`config.mk`:
```
export PLATFORM = sky130hd
export DESIGN_NAME = efs_top
export DESIGN_NICKNAME = d
export VERILOG_FILES = /design/src/common/efs_pkg.sv /design/src/common/efs_reg_if.sv /design/src/rtl/efs_bus_slave.sv /design/src/rtl/efs_top.sv
export SDC_FILE = /design/constraint.sdc
export NUM_CORES = 1
export LEC_CHECK = 0
export BUFFER_PORTS_ARGS = -buffer_cell sky130_fd_sc_hd__clkbuf_2
export CORE_MARGIN = 3
export CORE_UTILIZATION = 25
export CTS_CLUSTER_SIZE = 25
export DETAILED_ROUTE_END_ITERATION = 10
export GPL_TIMING_DRIVEN = 0
export PLACE_DENSITY = 0.4
export SYNTH_ARGS = -nofsm -noshare
export SYNTH_HDL_FRONTEND = slang
export SYNTH_SLANG_ARGS = --single-unit
export TNS_END_PERCENT = 1
```
`constraint.sdc`:
```
create_clock -name core_clk_in -period 2.9 [get_ports core_clk_in]
set_clock_uncertainty 0.15 [all_clocks]
set_input_delay 0.435 -clock core_clk_in [delete_from_list [all_inputs] [get_ports core_clk_in]]
set_output_delay 0.435 -clock core_clk_in [all_outputs]
set_load 0.02 [all_outputs]
```
`src/common/efs_pkg.sv`:
```
// register map, field layout and timing constants of the e1 sync/event block
package efs_pkg;
  // register indices; the byte address is four times the index
  localparam logic [9:0] IDX_MODE = 10'h04e;
  localparam logic [9:0] IDX_STATE = 10'h04f;
  localparam logic [9:0] IDX_SYNC_EN = 10'h050;
  localparam logic [9:0] IDX_EVT_EN = 10'h051;
  localparam logic [9:0] IDX_SYNC_FLG = 10'h052;
  localparam logic [9:0] IDX_EVT_FLG = 10'h053;

  // count-criterion selects in the mode register
  localparam int MODE_NFAS_BIT = 4;
  localparam int MODE_WORD_BIT = 3;

  // reset values
  localparam logic [7:0] MODE_RST = 8'he0;
  localparam logic [7:0] EN_RST = 8'h00;
  localparam logic [7:0] FLG_RST = 8'h00;
  localparam logic [4:0] STATE_RST = 5'h0d;
  localparam logic [7:0] SYNC_EN_MASK = 8'h3f;

  // state and sync-change flag positions
  localparam int ST_BASIC = 0;
  localparam int ST_OFFLINE = 1;
  localparam int ST_CRCMF = 2;
  localparam int ST_SIGMF = 3;
  localparam int ST_IWK = 4;
  localparam int SYNC_EXCESS = 5;

  // event flag positions
  localparam int EV_ALIGN = 0;
  localparam int EV_WORD = 1;
  localparam int EV_CRC = 2;
  localparam int EV_CRCMF_ERR = 3;
  localparam int EV_CRCMF_BND = 4;
  localparam int EV_SIGMF_ERR = 5;
  localparam int EV_SUBMF_BND = 6;
  localparam int EV_SIGMF_BND = 7;

  // alignment words and their bit positions in the frame
  localparam logic [6:0] FAS_WORD = 7'h1b;
  localparam logic [5:0] CRCMF_WORD = 6'h0b;
  localparam logic [3:0] SIGMF_WORD = 4'h0;
  localparam logic [7:0] POS_SI = 8'h00;
  localparam logic [7:0] POS_NFAS_BIT = 8'h01;
  localparam logic [7:0] POS_FAS_LAST = 8'h07;
  localparam logic [7:0] POS_TS16 = 8'h80;
  localparam logic [7:0] POS_TS16_LAST = 8'h83;
  localparam logic [3:0] CRCMF_FIRST_FRM = 4'h1;
  localparam logic [3:0] CRCMF_LAST_FRM = 4'hb;
  localparam logic [3:0] CRC_POLY = 4'h3;
  localparam logic [1:0] SMF_READY = 2'h2;

  // excessive crc-4 error window
  localparam logic [9:0] EXC_THRESH = 10'h393;
  localparam int unsigned EXC_WIN_S = 1;
  localparam int unsigned CLK_HZ = 20000000;
  localparam int unsigned EXC_WIN_CYC = EXC_WIN_S * CLK_HZ;
endpackage : efs_pkg

```
`src/common/efs_reg_if.sv`:
```
// register access signals between the bus front end and the core
`timescale 1ns/1ns
interface efs_reg_if;
  logic [9:0] idx;
  logic wr;
  logic [7:0] wdata;
  logic [7:0] rdata;
  modport bus (output idx, output wr, output wdata, input rdata);
  modport core (input idx, input wr, input wdata, output rdata);
endinterface : efs_reg_if

```
`src/rtl/efs_bus_slave.sv`:
```
// avalon-mm slave front end with one wait state per access
`timescale 1ns/1ns
module efs_bus_slave (
  input wire logic core_clk_in,
  input wire logic rstn_in,
  input wire logic ce_in,
  input wire logic [11:0] avs_address_in,
  input wire logic avs_read_in,
  input wire logic avs_write_in,
  input wire logic [31:0] avs_writedata_in,
  input wire logic [3:0] avs_byteenable_in,
  output logic [31:0] avs_readdata_out,
  output logic avs_waitrequest_out,
  efs_reg_if.bus regs
);
  logic req;
  logic done_r;
  logic [7:0] rdata_r;

  assign req = avs_read_in | avs_write_in;
  // a frozen clock enable must not let the master finish
  assign avs_waitrequest_out = req & ~(done_r & ce_in);
  assign regs.idx = avs_address_in[11:2];
  // writes land on the edge that ends the wait; only lane 0 holds data
  assign regs.wr = avs_write_in & done_r & avs_byteenable_in[0];
  assign regs.wdata = avs_writedata_in[7:0];
  assign avs_readdata_out = {24'h000000, rdata_r};

  always_ff @(posedge core_clk_in) begin
    if (!rstn_in) begin
      done_r <= 1'b0;
    end else if (ce_in) begin
      done_r <= req & ~done_r;
    end
  end

  always_ff @(posedge core_clk_in) begin
    if (!rstn_in) begin
      rdata_r <= 8'h00;
    end else if (ce_in && avs_read_in && !done_r) begin
      rdata_r <= regs.rdata;
    end
  end
endmodule : efs_bus_slave

```
`src/rtl/efs_top.sv`:
```
// e1 receive sync status, event detection and interrupt logic
`timescale 1ns/1ns
// Function
// - four sync flags read 1 while out of sync, 0 while in sync
// - each event flag has an enable; only enabled flags reach the interrupt
// - any toggle of a sync or interworking flag sets its change flag
// - flags stay set until software writes one; writing zero changes nothing
// - count crc-4 errors per one-second window; flag excess at 915
// - excess detection suspended while crc multiframe is unlocked
// - flag first bit of each signaling multiframe, only while locked
// - flag first bit of each crc sub-multiframe, only while locked
// - flag first bit of each crc multiframe, only while locked
// - signaling alignment word mismatch against 0000 gives one error event
// - crc multiframe alignment bits mismatch against 001011 gives one event
// - crc-4 of each sub-multiframe checked against next one's carried bits
// - frame word error event per selected criterion while basic frame locked
// - criterion selects fas bit, fas word, plus nfas errors
// - flag when a newly found frame position differs from the previous
module efs_top #(
  parameter int unsigned WIN_CYC = efs_pkg::EXC_WIN_CYC
) (
  input wire logic core_clk_in,
  input wire logic rstn_in,
  input wire logic ce_in,
  input wire logic [11:0] avs_address_in,
  input wire logic avs_read_in,
  input wire logic avs_write_in,
  input wire logic [31:0] avs_writedata_in,
  input wire logic [3:0] avs_byteenable_in,
  output logic [31:0] avs_readdata_out,
  output logic avs_waitrequest_out,
  input wire logic basic_frame_unlocked_in,
  input wire logic offline_frame_unlocked_in,
  input wire logic crcmf_unlocked_in,
  input wire logic sigmf_unlocked_in,
  input wire logic interwork_active_in,
  input wire logic rx_bit_in,
  input wire logic rx_bit_en_in,
  input wire logic frame_start_in,
  input wire logic fas_frame_in,
  input wire logic crcmf_start_in,
  input wire logic sigmf_start_in,
  input wire logic align_found_in,
  input wire logic [7:0] align_pos_in,
  output logic [2:0] fas_err_num_out,
  output logic int_n_out
);
  localparam int WIN_W = $clog2(WIN_CYC + 1);

  function automatic logic hit(input logic [9:0] idx, input logic [9:0] want);
    return idx == want;
  endfunction : hit

  // set wins over a clear arriving in the same cycle
  function automatic logic [7:0] w1c(input logic [7:0] flg, input logic [7:0] clr, input logic [7:0] set);
    return (flg & ~clr) | set;
  endfunction : w1c

  function automatic logic [3:0] crc4_step(input logic [3:0] crc, input logic din);
    return {crc[2:0], 1'b0} ^ ((crc[3] ^ din) ? efs_pkg::CRC_POLY : 4'h0);
  endfunction : crc4_step

  // ********************************************
  // register access
  // ********************************************
  efs_reg_if regs ();

  efs_bus_slave u_bus (
    .core_clk_in(core_clk_in),
    .rstn_in(rstn_in),
    .ce_in(ce_in),
    .avs_address_in(avs_address_in),
    .avs_read_in(avs_read_in),
    .avs_write_in(avs_write_in),
    .avs_writedata_in(avs_writedata_in),
    .avs_byteenable_in(avs_byteenable_in),
    .avs_readdata_out(avs_readdata_out),
    .avs_waitrequest_out(avs_waitrequest_out),
    .regs(regs)
  );

  logic [7:0] mode_r;
  logic [7:0] sync_en_r;
  logic [7:0] evt_en_r;
  logic [7:0] sync_flg_r;
  logic [7:0] evt_flg_r;
  logic [4:0] state_now;
  logic [4:0] state_prev_r;
  logic [7:0] sync_set;
  logic [7:0] evt_set;
  logic [7:0] sync_clr;
  logic [7:0] evt_clr;

  assign state_now = {interwork_active_in, sigmf_unlocked_in, crcmf_unlocked_in,
                      offline_frame_unlocked_in, basic_frame_unlocked_in};

  always_comb begin
    regs.rdata = 8'h00;
    case (regs.idx)
      efs_pkg::IDX_MODE: regs.rdata = mode_r;
      efs_pkg::IDX_STATE: regs.rdata = {3'h0, state_now};
      efs_pkg::IDX_SYNC_EN: regs.rdata = sync_en_r;
      efs_pkg::IDX_EVT_EN: regs.rdata = evt_en_r;
      efs_pkg::IDX_SYNC_FLG: regs.rdata = sync_flg_r;
      efs_pkg::IDX_EVT_FLG: regs.rdata = evt_flg_r;
      default: regs.rdata = 8'h00;
    endcase
  end

  always_ff @(posedge core_clk_in) begin
    if (!rstn_in) begin
      mode_r <= efs_pkg::MODE_RST;
    end else if (ce_in && regs.wr && hit(regs.idx, efs_pkg::IDX_MODE)) begin
      mode_r <= regs.wdata;
    end
  end

  always_ff @(posedge core_clk_in) begin
    if (!rstn_in) begin
      sync_en_r <= efs_pkg::EN_RST;
      evt_en_r <= efs_pkg::EN_RST;
    end else if (ce_in && regs.wr) begin
      if (hit(regs.idx, efs_pkg::IDX_SYNC_EN)) begin
        sync_en_r <= regs.wdata & efs_pkg::SYNC_EN_MASK;
      end
      if (hit(regs.idx, efs_pkg::IDX_EVT_EN)) begin
        evt_en_r <= regs.wdata;
      end
    end
  end

  // ********************************************
  // bit position tracking
  // ********************************************
  logic bit_en;
  logic [7:0] pos_r;
  logic [7:0] pos;
  logic [3:0] cfrm_r;
  logic [3:0] cfrm;
  logic cas0_r;
  logic cas0;

  // the line runs far slower than the core; work happens on bit strobes
  assign bit_en = ce_in & rx_bit_en_in;

  always_comb begin
    pos = pos_r + 8'h01;
    cfrm = cfrm_r;
    cas0 = cas0_r;
    if (frame_start_in) begin
      pos = 8'h00;
      cfrm = crcmf_start_in ? 4'h0 : cfrm_r + 4'h1;
      cas0 = sigmf_start_in;
    end
  end

  always_ff @(posedge core_clk_in) begin
    if (!rstn_in) begin
      pos_r <= 8'h00;
      cfrm_r <= 4'h0;
      cas0_r <= 1'b0;
    end else if (bit_en) begin
      pos_r <= pos;
      cfrm_r <= cfrm;
      cas0_r <= cas0;
    end
  end

  // ********************************************
  // frame word errors
  // ********************************************
  logic fas_bad;
  logic [2:0] fas_miss_r;
  logic [2:0] fas_miss;
  logic fas_done;
  logic nfas_done;
  logic [2:0] word_ev_num;

  assign fas_bad = rx_bit_in ^ efs_pkg::FAS_WORD[3'(3'h7 - pos[2:0])];
  assign fas_miss = fas_miss_r + {2'h0, fas_bad};
  assign fas_done = bit_en & fas_frame_in & (pos == efs_pkg::POS_FAS_LAST);
  assign nfas_done = bit_en & ~fas_frame_in & (pos == efs_pkg::POS_NFAS_BIT);

  always_ff @(posedge core_clk_in) begin
    if (!rstn_in) begin
      fas_miss_r <= 3'h0;
    end else if (bit_en) begin
      if (pos == efs_pkg::POS_SI) begin
        fas_miss_r <= 3'h0;
      end else if (fas_frame_in && pos <= efs_pkg::POS_FAS_LAST) begin
        fas_miss_r <= fas_miss;
      end
    end
  end

  always_comb begin
    word_ev_num = 3'h0;
    if (fas_done) begin
      word_ev_num = mode_r[efs_pkg::MODE_WORD_BIT] ? {2'h0, fas_miss != 3'h0} : fas_miss;
    end else if (nfas_done && mode_r[efs_pkg::MODE_NFAS_BIT] && !rx_bit_in) begin
      word_ev_num = 3'h1;
    end
    if (basic_frame_unlocked_in) begin
      word_ev_num = 3'h0;
    end
  end

  always_ff @(posedge core_clk_in) begin
    if (!rstn_in) begin
      fas_err_num_out <= 3'h0;
    end else if (ce_in) begin
      fas_err_num_out <= word_ev_num;
    end
  end

  // ********************************************
  // crc multiframe alignment and crc-4
  // ********************************************
  logic crcmf_slot;
  logic crcmf_bad;
  logic crcmf_miss_r;
  logic smf_start;
  logic c_slot;
  logic [3:0] crc_r;
  logic [3:0] crc_prev_r;
  logic [3:0] c_rx_r;
  logic [1:0] smf_seen_r;
  logic crc_err;

  assign crcmf_slot = bit_en & (pos == efs_pkg::POS_SI) & cfrm[0] & (cfrm <= efs_pkg::CRCMF_LAST_FRM);
  assign crcmf_bad = rx_bit_in ^ efs_pkg::CRCMF_WORD[3'(3'h5 - cfrm[3:1])];
  assign smf_start = bit_en & frame_start_in & (cfrm[2:0] == 3'h0);
  assign c_slot = ~cfrm[0] & (pos == efs_pkg::POS_SI);
  // carried bits of one block against the sum of the block before
  assign crc_err = smf_start & (smf_seen_r == efs_pkg::SMF_READY) & (c_rx_r != crc_prev_r) & ~crcmf_unlocked_in;

  always_ff @(posedge core_clk_in) begin
    if (!rstn_in) begin
      crcmf_miss_r <= 1'b0;
    end else if (crcmf_slot) begin
      crcmf_miss_r <= (cfrm == efs_pkg::CRCMF_FIRST_FRM) ? crcmf_bad : crcmf_miss_r | crcmf_bad;
    end
  end

  always_ff @(posedge core_clk_in) begin
    if (!rstn_in) begin
      crc_r <= 4'h0;
      crc_prev_r <= 4'h0;
      c_rx_r <= 4'h0;
    end else if (smf_start) begin
      crc_prev_r <= crc_r;
      crc_r <= 4'h0;
      c_rx_r <= {3'h0, rx_bit_in};
    end else if (bit_en) begin
      crc_r <= crc4_step(crc_r, c_slot ? 1'b0 : rx_bit_in);
      if (c_slot) begin
        c_rx_r <= {c_rx_r[2:0], rx_bit_in};
      end
    end
  end

  // a comparison needs one whole block summed and the next one received
  always_ff @(posedge core_clk_in) begin
    if (!rstn_in) begin
      smf_seen_r <= 2'h0;
    end else if (ce_in && crcmf_unlocked_in) begin
      smf_seen_r <= 2'h0;
    end else if (smf_start && smf_seen_r != efs_pkg::SMF_READY) begin
      smf_seen_r <= smf_seen_r + 2'h1;
    end
  end

  // ********************************************
  // signaling multiframe alignment
  // ********************************************
  logic sig_slot;
  logic sig_bad;
  logic sig_miss_r;

  assign sig_slot = bit_en & cas0 & (pos >= efs_pkg::POS_TS16) & (pos <= efs_pkg::POS_TS16_LAST);
  assign sig_bad = rx_bit_in ^ efs_pkg::SIGMF_WORD[2'(efs_pkg::POS_TS16_LAST - pos)];

  always_ff @(posedge core_clk_in) begin
    if (!rstn_in) begin
      sig_miss_r <= 1'b0;
    end else if (sig_slot) begin
      sig_miss_r <= (pos == efs_pkg::POS_TS16) ? sig_bad : sig_miss_r | sig_bad;
    end
  end

  // ********************************************
  // excessive crc-4 errors
  // ********************************************
  logic [WIN_W-1:0] win_cnt_r;
  logic [9:0] crc_cnt_r;
  logic win_end;
  logic excess_ev;

  assign win_end = win_cnt_r == WIN_W'(WIN_CYC - 1);
  // one event when the window count reaches the threshold
  assign excess_ev = crc_err & ~win_end & (crc_cnt_r == efs_pkg::EXC_THRESH - 10'h001);

  always_ff @(posedge core_clk_in) begin
    if (!rstn_in) begin
      win_cnt_r <= '0;
      crc_cnt_r <= 10'h000;
    end else if (ce_in) begin
      // windows restart from zero once lock returns
      if (crcmf_unlocked_in) begin
        win_cnt_r <= '0;
        crc_cnt_r <= 10'h000;
      end else if (win_end) begin
        win_cnt_r <= '0;
        crc_cnt_r <= {9'h000, crc_err};
      end else begin
        win_cnt_r <= win_cnt_r + WIN_W'(1);
        if (crc_err && crc_cnt_r != efs_pkg::EXC_THRESH) begin
          crc_cnt_r <= crc_cnt_r + 10'h001;
        end
      end
    end
  end

  // ********************************************
  // alignment position change
  // ********************************************
  logic [7:0] apos_r;
  logic apos_ok_r;
  logic align_ev;

  // the first position found has nothing to differ from
  assign align_ev = ce_in & align_found_in & apos_ok_r & (align_pos_in != apos_r);

  always_ff @(posedge core_clk_in) begin
    if (!rstn_in) begin
      apos_r <= 8'h00;
      apos_ok_r <= 1'b0;
    end else if (ce_in && align_found_in) begin
      apos_r <= align_pos_in;
      apos_ok_r <= 1'b1;
    end
  end

  // ********************************************
  // event and change flags
  // ********************************************
  always_comb begin
    evt_set = 8'h00;
    evt_set[efs_pkg::EV_SIGMF_BND] = bit_en & frame_start_in & sigmf_start_in & ~sigmf_unlocked_in;
    evt_set[efs_pkg::EV_SUBMF_BND] = smf_start & ~crcmf_unlocked_in;
    evt_set[efs_pkg::EV_CRCMF_BND] = bit_en & frame_start_in & crcmf_start_in & ~crcmf_unlocked_in;
    // one error per signaling alignment word
    evt_set[efs_pkg::EV_SIGMF_ERR] = sig_slot & (pos == efs_pkg::POS_TS16_LAST) & (sig_miss_r | sig_bad) &
                                     ~sigmf_unlocked_in;
    // one error per crc multiframe word
    evt_set[efs_pkg::EV_CRCMF_ERR] = crcmf_slot & (cfrm == efs_pkg::CRCMF_LAST_FRM) &
                                     (crcmf_miss_r | crcmf_bad) & ~crcmf_unlocked_in;
    evt_set[efs_pkg::EV_CRC] = crc_err;
    evt_set[efs_pkg::EV_WORD] = word_ev_num != 3'h0;
    evt_set[efs_pkg::EV_ALIGN] = align_ev;
  end

  // both directions of each status bit
  assign sync_set = {3'h0, ce_in ? (state_now ^ state_prev_r) : 5'h00} |
                    {2'h0, excess_ev, 5'h00};

  always_ff @(posedge core_clk_in) begin
    if (!rstn_in) begin
      state_prev_r <= efs_pkg::STATE_RST;
    end else if (ce_in) begin
      state_prev_r <= state_now;
    end
  end

  assign sync_clr = (regs.wr && hit(regs.idx, efs_pkg::IDX_SYNC_FLG)) ? regs.wdata : 8'h00;
  assign evt_clr = (regs.wr && hit(regs.idx, efs_pkg::IDX_EVT_FLG)) ? regs.wdata : 8'h00;

  always_ff @(posedge core_clk_in) begin
    if (!rstn_in) begin
      sync_flg_r <= efs_pkg::FLG_RST;
      evt_flg_r <= efs_pkg::FLG_RST;
    end else if (ce_in) begin
      // write one clears, write zero keeps
      sync_flg_r <= w1c(sync_flg_r, sync_clr & efs_pkg::SYNC_EN_MASK, sync_set);
      evt_flg_r <= w1c(evt_flg_r, evt_clr, evt_set);
    end
  end

  // ********************************************
  // interrupt
  // ********************************************
  always_ff @(posedge core_clk_in) begin
    if (!rstn_in) begin
      int_n_out <= 1'b1;
    end else if (ce_in) begin
      // only enabled flags pull the line low
      int_n_out <= ~(|(sync_flg_r & sync_en_r) | |(evt_flg_r & evt_en_r));
    end
  end
endmodule : efs_top

```
==> key figures <==
Run status
  – Outcome: complete, no violations

Synth
  – Async S/R FF share, synth: 0
  – Proportion of synthesized chip area in sequential cells: 0.3908
  – EDFF count, synth: 0
  – Post-synth cell types: 74
  – Most frequent cells after synthesis: sky130_fd_sc_hd__dfxtp_1, sky130_fd_sc_hd__nor2_1, sky130_fd_sc_hd__nand2_1
  – Flop and latch count out of synthesis: 130
  – Mean instance size in the synthesized netlist: 8.201 µm²
  – Yosys warning count: 0
  – Area share of the largest cell type after synthesis: 0.3908
  – Area fraction in and, or, nand and nor cells after synthesis: 0.2651
  – Fraction of synthesized cell area in xor and xnor cells: 0.06708
  – Mux contribution to synthesized area: 0.05731
  – Dominant register cell in the synthesized netlist: sky130_fd_sc_hd__dfxtp_1
  – Synthesized-area fraction occupied by ao, oa, aoi and oai cells: 0.1398
  – Adder-cell area share of the yosys netlist: 0.02067
  – Synth top area cells: sky130_fd_sc_hd__dfxtp_1, sky130_fd_sc_hd__nor2_1, sky130_fd_sc_hd__mux2i_1
  – Largest family of logic cells by synthesized area: simple AND/OR/NAND/NOR gates
  – Post-synthesis instance total: 812
  – Post-synth design cell area: 6659 µm²
  – Dominant cell type by area after synthesis: sky130_fd_sc_hd__dfxtp_1
  – Most numerous cell in the Yosys netlist: sky130_fd_sc_hd__dfxtp_1

Floorplanning
  – Chip Height: 169.2 µm
  – Core area: 26130 µm²
  – Die outline width: 169.2 µm
  – Initial cell density of the core: 0.2548
  – Number of ports placed on the die boundary: 110
  – Placement row count: 59
  – Full die area: 28630 µm²

Detailed routing
  – Routed WL: 20520 µm
  – Initial detailed-routing violation count: 286
  – Number of DRC violations after detailed routing: 0
  – Count of vias placed by the detailed router: 5928
  – Routed wire length per instance: 16.27 µm
  – Via-per-instance ratio: 4.701
  – Number of optimization iterations in the first detailed-route pass: 5
  – Remaining antenna violation count after routing: 0

CTS
  – Sink Count: 130
  – CTS buffer count: 17
  – CTS HTree Levels: 4
  – Clock network latency to the later pin of the worst-skew pair: 0.42 ns
  – Clock root buffer master: sky130_fd_sc_hd__clkbuf_16
  – Clock input transition at the sequential cells of the worst setup and hold paths: 0.06 ns
  – CTS max path bufs: 2
  – CTS tree: built

Critical path
  – Worst EP arrival: 2.93 ns
  – Capturing instance or port of the critical path: win_cnt_r[18]
  – Count of cells along the worst register-to-register path: 8
  – Crit path capture type: flop
  – Category of the most critical setup path: reg -> reg
  – R2r endpoint: win_cnt_r[18]
  – Startpoint types: flop
  – R2r setup slk: 0.13 ns
  – Critical Path Source: win_cnt_r[12]
  – RR Startpoint: win_cnt_r[12]
  – Worst-path fanout max: 10
  – Worst path required time: 3.06 ns

Timing
  – Maximum frequency from static timing analysis: 360.7 MHz
  – Unrepaired setup endpoints after global routing: true
  – Final number of hold-violating endpoints: 0
  – Fin crit period: 2.773 ns
  – Transition at the pin with the smallest max-transition slack: 1.187 ns
  – Max_slew headroom: 0.1973
  – Count of final max-slew check failures: 0
  – Final setup fails: 0
  – Worst hold margin: 0.1113 ns
  – Share of the cycle needed by the critical path after routing: 0.9560

Placed design
  – Placed cell area: 7430 µm²
  – Half-perimeter wire length after placement: 15120 µm
  – GP Congestion: 0.8663
  – Number of placed cells counting well taps: 1223
  – Total of buffers placed on input and output ports: 53

Global route
  – Overflow left after global routing: 0
  – Number of antenna violations at the first check in global routing: 0
  – Vias in the first global route: 5771
  – Global routing usage summed across all routing layers: 0.1440
  – First-pass GRT wire length: 32260 µm
  – Maximum number of pins on one net before global-route repair: 17

Power
  – Power per cell area: 568.4 nW/µm²
  – Switching part of the total power: 0.2431
  – Combinational Power Share: 0.083
  – Peak supply drop: 0.0003528 V
  – Sequential group share of total power: 0.398
  – Internal power consumption: 3.521 mW
  – Lkg Pwr: 3.250 nW
  – Share of power burned in the clock network: 0.519
  – Net switching component of the power: 1.131 mW

Layout
  – Post-layout instance count excluding filler cells: 1261
  – Area growth, synth to finish: 22.90%
  – Filler cell count in the final layout: 2858
  – Fraction of layout instances using a drive strength above 1: 0.1566
  – Summed area of non-filler cells in the final layout: 8184 µm²
  – Number of diodes: 0
  – Count of nets after finishing: 997
  – Final Util: 0.3132

Job
  – Max_cap viols: 0

Hold path
  – Hold Path Origin: align_pos_in[6]
  – Type of the tightest min-delay check: in -> reg
-- metrics by stage --
step           setup slack (ns)  total power, mW  TNS (ns)
5_1_grt                -0.02695            4.835  -0.02888
4_1_cts                -0.04051            4.713  -0.07887
3_3_place_gp            -0.5223            2.272    -6.442
3_5_place_dp            -0.4593            2.271    -5.712
2_1_floorplan            0.4057            2.128         0
6_report                 0.1275            4.652         0
-- metal layers --
metal / wire (µm) / vias to the layer above / track usage
met5: 0 / - / 0
met4: 501 / 0 / 0.05370
met3: 788 / 26 / 0.02888
met2: 9034 / 125 / 0.2260
met1: 10190 / 2752 / 0.1964
li1: - / 3025 / -
-- power by group through the flow --
| stage | combinational, mW | clock (mW) | sequential [mW] |
|---|---|---|---|
| after floorplan | 0.239 | 0 | 1.89 |
| after global placement | 0.384 | 0 | 1.89 |
| after detailed placement | 0.383 | 0 | 1.89 |
| after CTS | 0.385 | 2.48 | 1.85 |
| after global routing | 0.431 | 2.55 | 1.85 |
| final | 0.386 | 2.42 | 1.85 |
-- registers in the layout (all words and copies together), names as in the netlist, 2 cells and up --
register         flops
win_cnt_r           25
crc_cnt_r           10
apos_r               8
evt_en_r             8
evt_flg_r            8
mode_r               8
pos_r                8
u_bus.rdata_r        8
sync_en_r            6
sync_flg_r           6
state_prev_r         5
c_rx_r               4
cfrm_r               4
crc_prev_r           4
crc_r                4
fas_err_num_out      3
fas_miss_r           3
smf_seen_r           2
-- kinds of logic (layout without fill, tap and decap cells) --
logic type,count (synthesis),after routing
compound gates,152,152
other cells,1,24
fa+ha+maj,11,11
mux,38,38
xor+xnor,51,51
buf+inv,73,164
simple gates,356,356
flops,130,130
-- layout make-up --
| cell class | count | area, µm² | area share |
|---|---|---|---|
| tap | 335 | 419.2 | 0.05122 |
| sequential | 130 | 2604 | 0.3181 |
| clock buffer | 22 | 494.2 | 0.06039 |
| multi-input combinational | 632 | 3790 | 0.4631 |
| clock inverter | 10 | 170.2 | 0.02079 |
| timing repair buffer | 59 | 310.3 | 0.03791 |
| buffer | 60 | 347.8 | 0.04250 |
| inverter | 13 | 48.80 | 0.005962 |
-- cell usage in the layout, fill, tap and decap left out, types with 12 or more instances in the layout --
cell type / n
sky130_fd_sc_hd__nor3_1: 15
sky130_fd_sc_hd__buf_4: 33
sky130_fd_sc_hd__conb_1: 24
sky130_fd_sc_hd__xor2_1: 34
sky130_fd_sc_hd__dfxtp_1: 129
sky130_fd_sc_hd__clkbuf_16: 17
sky130_fd_sc_hd__clkbuf_1: 21
sky130_fd_sc_hd__a21oi_1: 70
sky130_fd_sc_hd__nand2_1: 97
sky130_fd_sc_hd__xnor2_1: 16
sky130_fd_sc_hd__nand3_1: 38
sky130_fd_sc_hd__nor2_1: 111
sky130_fd_sc_hd__o21ai_0: 14
sky130_fd_sc_hd__a22oi_1: 12
sky130_fd_sc_hd__clkbuf_2: 53
sky130_fd_sc_hd__mux2i_1: 37
-- worst max-delay path, cell delays in order, from the launching register on --
cell	delay, ns
sky130_fd_sc_hd__dfxtp_1	0.34
sky130_fd_sc_hd__or4b_1	0.56
sky130_fd_sc_hd__nor4_2	0.41
sky130_fd_sc_hd__a41o_1	0.27
sky130_fd_sc_hd__buf_2	0.23
sky130_fd_sc_hd__nand2_1	0.18
sky130_fd_sc_hd__nand2_4	0.21
sky130_fd_sc_hd__clkbuf_4	0.23
sky130_fd_sc_hd__nor2_1	0.07
-- worst min-delay path by stage --
stage,endpoint,cells after the start
finish,apos_r[6],3
global route,apos_r[1],3
CTS,apos_r[0],3
detailed placement,mode_r[2],2
global placement,mode_r[2],2
floorplan,mode_r[0],2
-- timing repair --
| item | CTS | global route |
|---|---|---|
| gates resized for setup | 2 | 9 |
| hold endpoints to repair | 0 | 0 |
| pin swaps | 1 | 4 |
| setup endpoints to repair | 26 | 40 |
| hold buffers | 0 | 0 |
| setup buffers | 0 | 6 |
No activity file was read; power rests on OpenSTA's default activity.
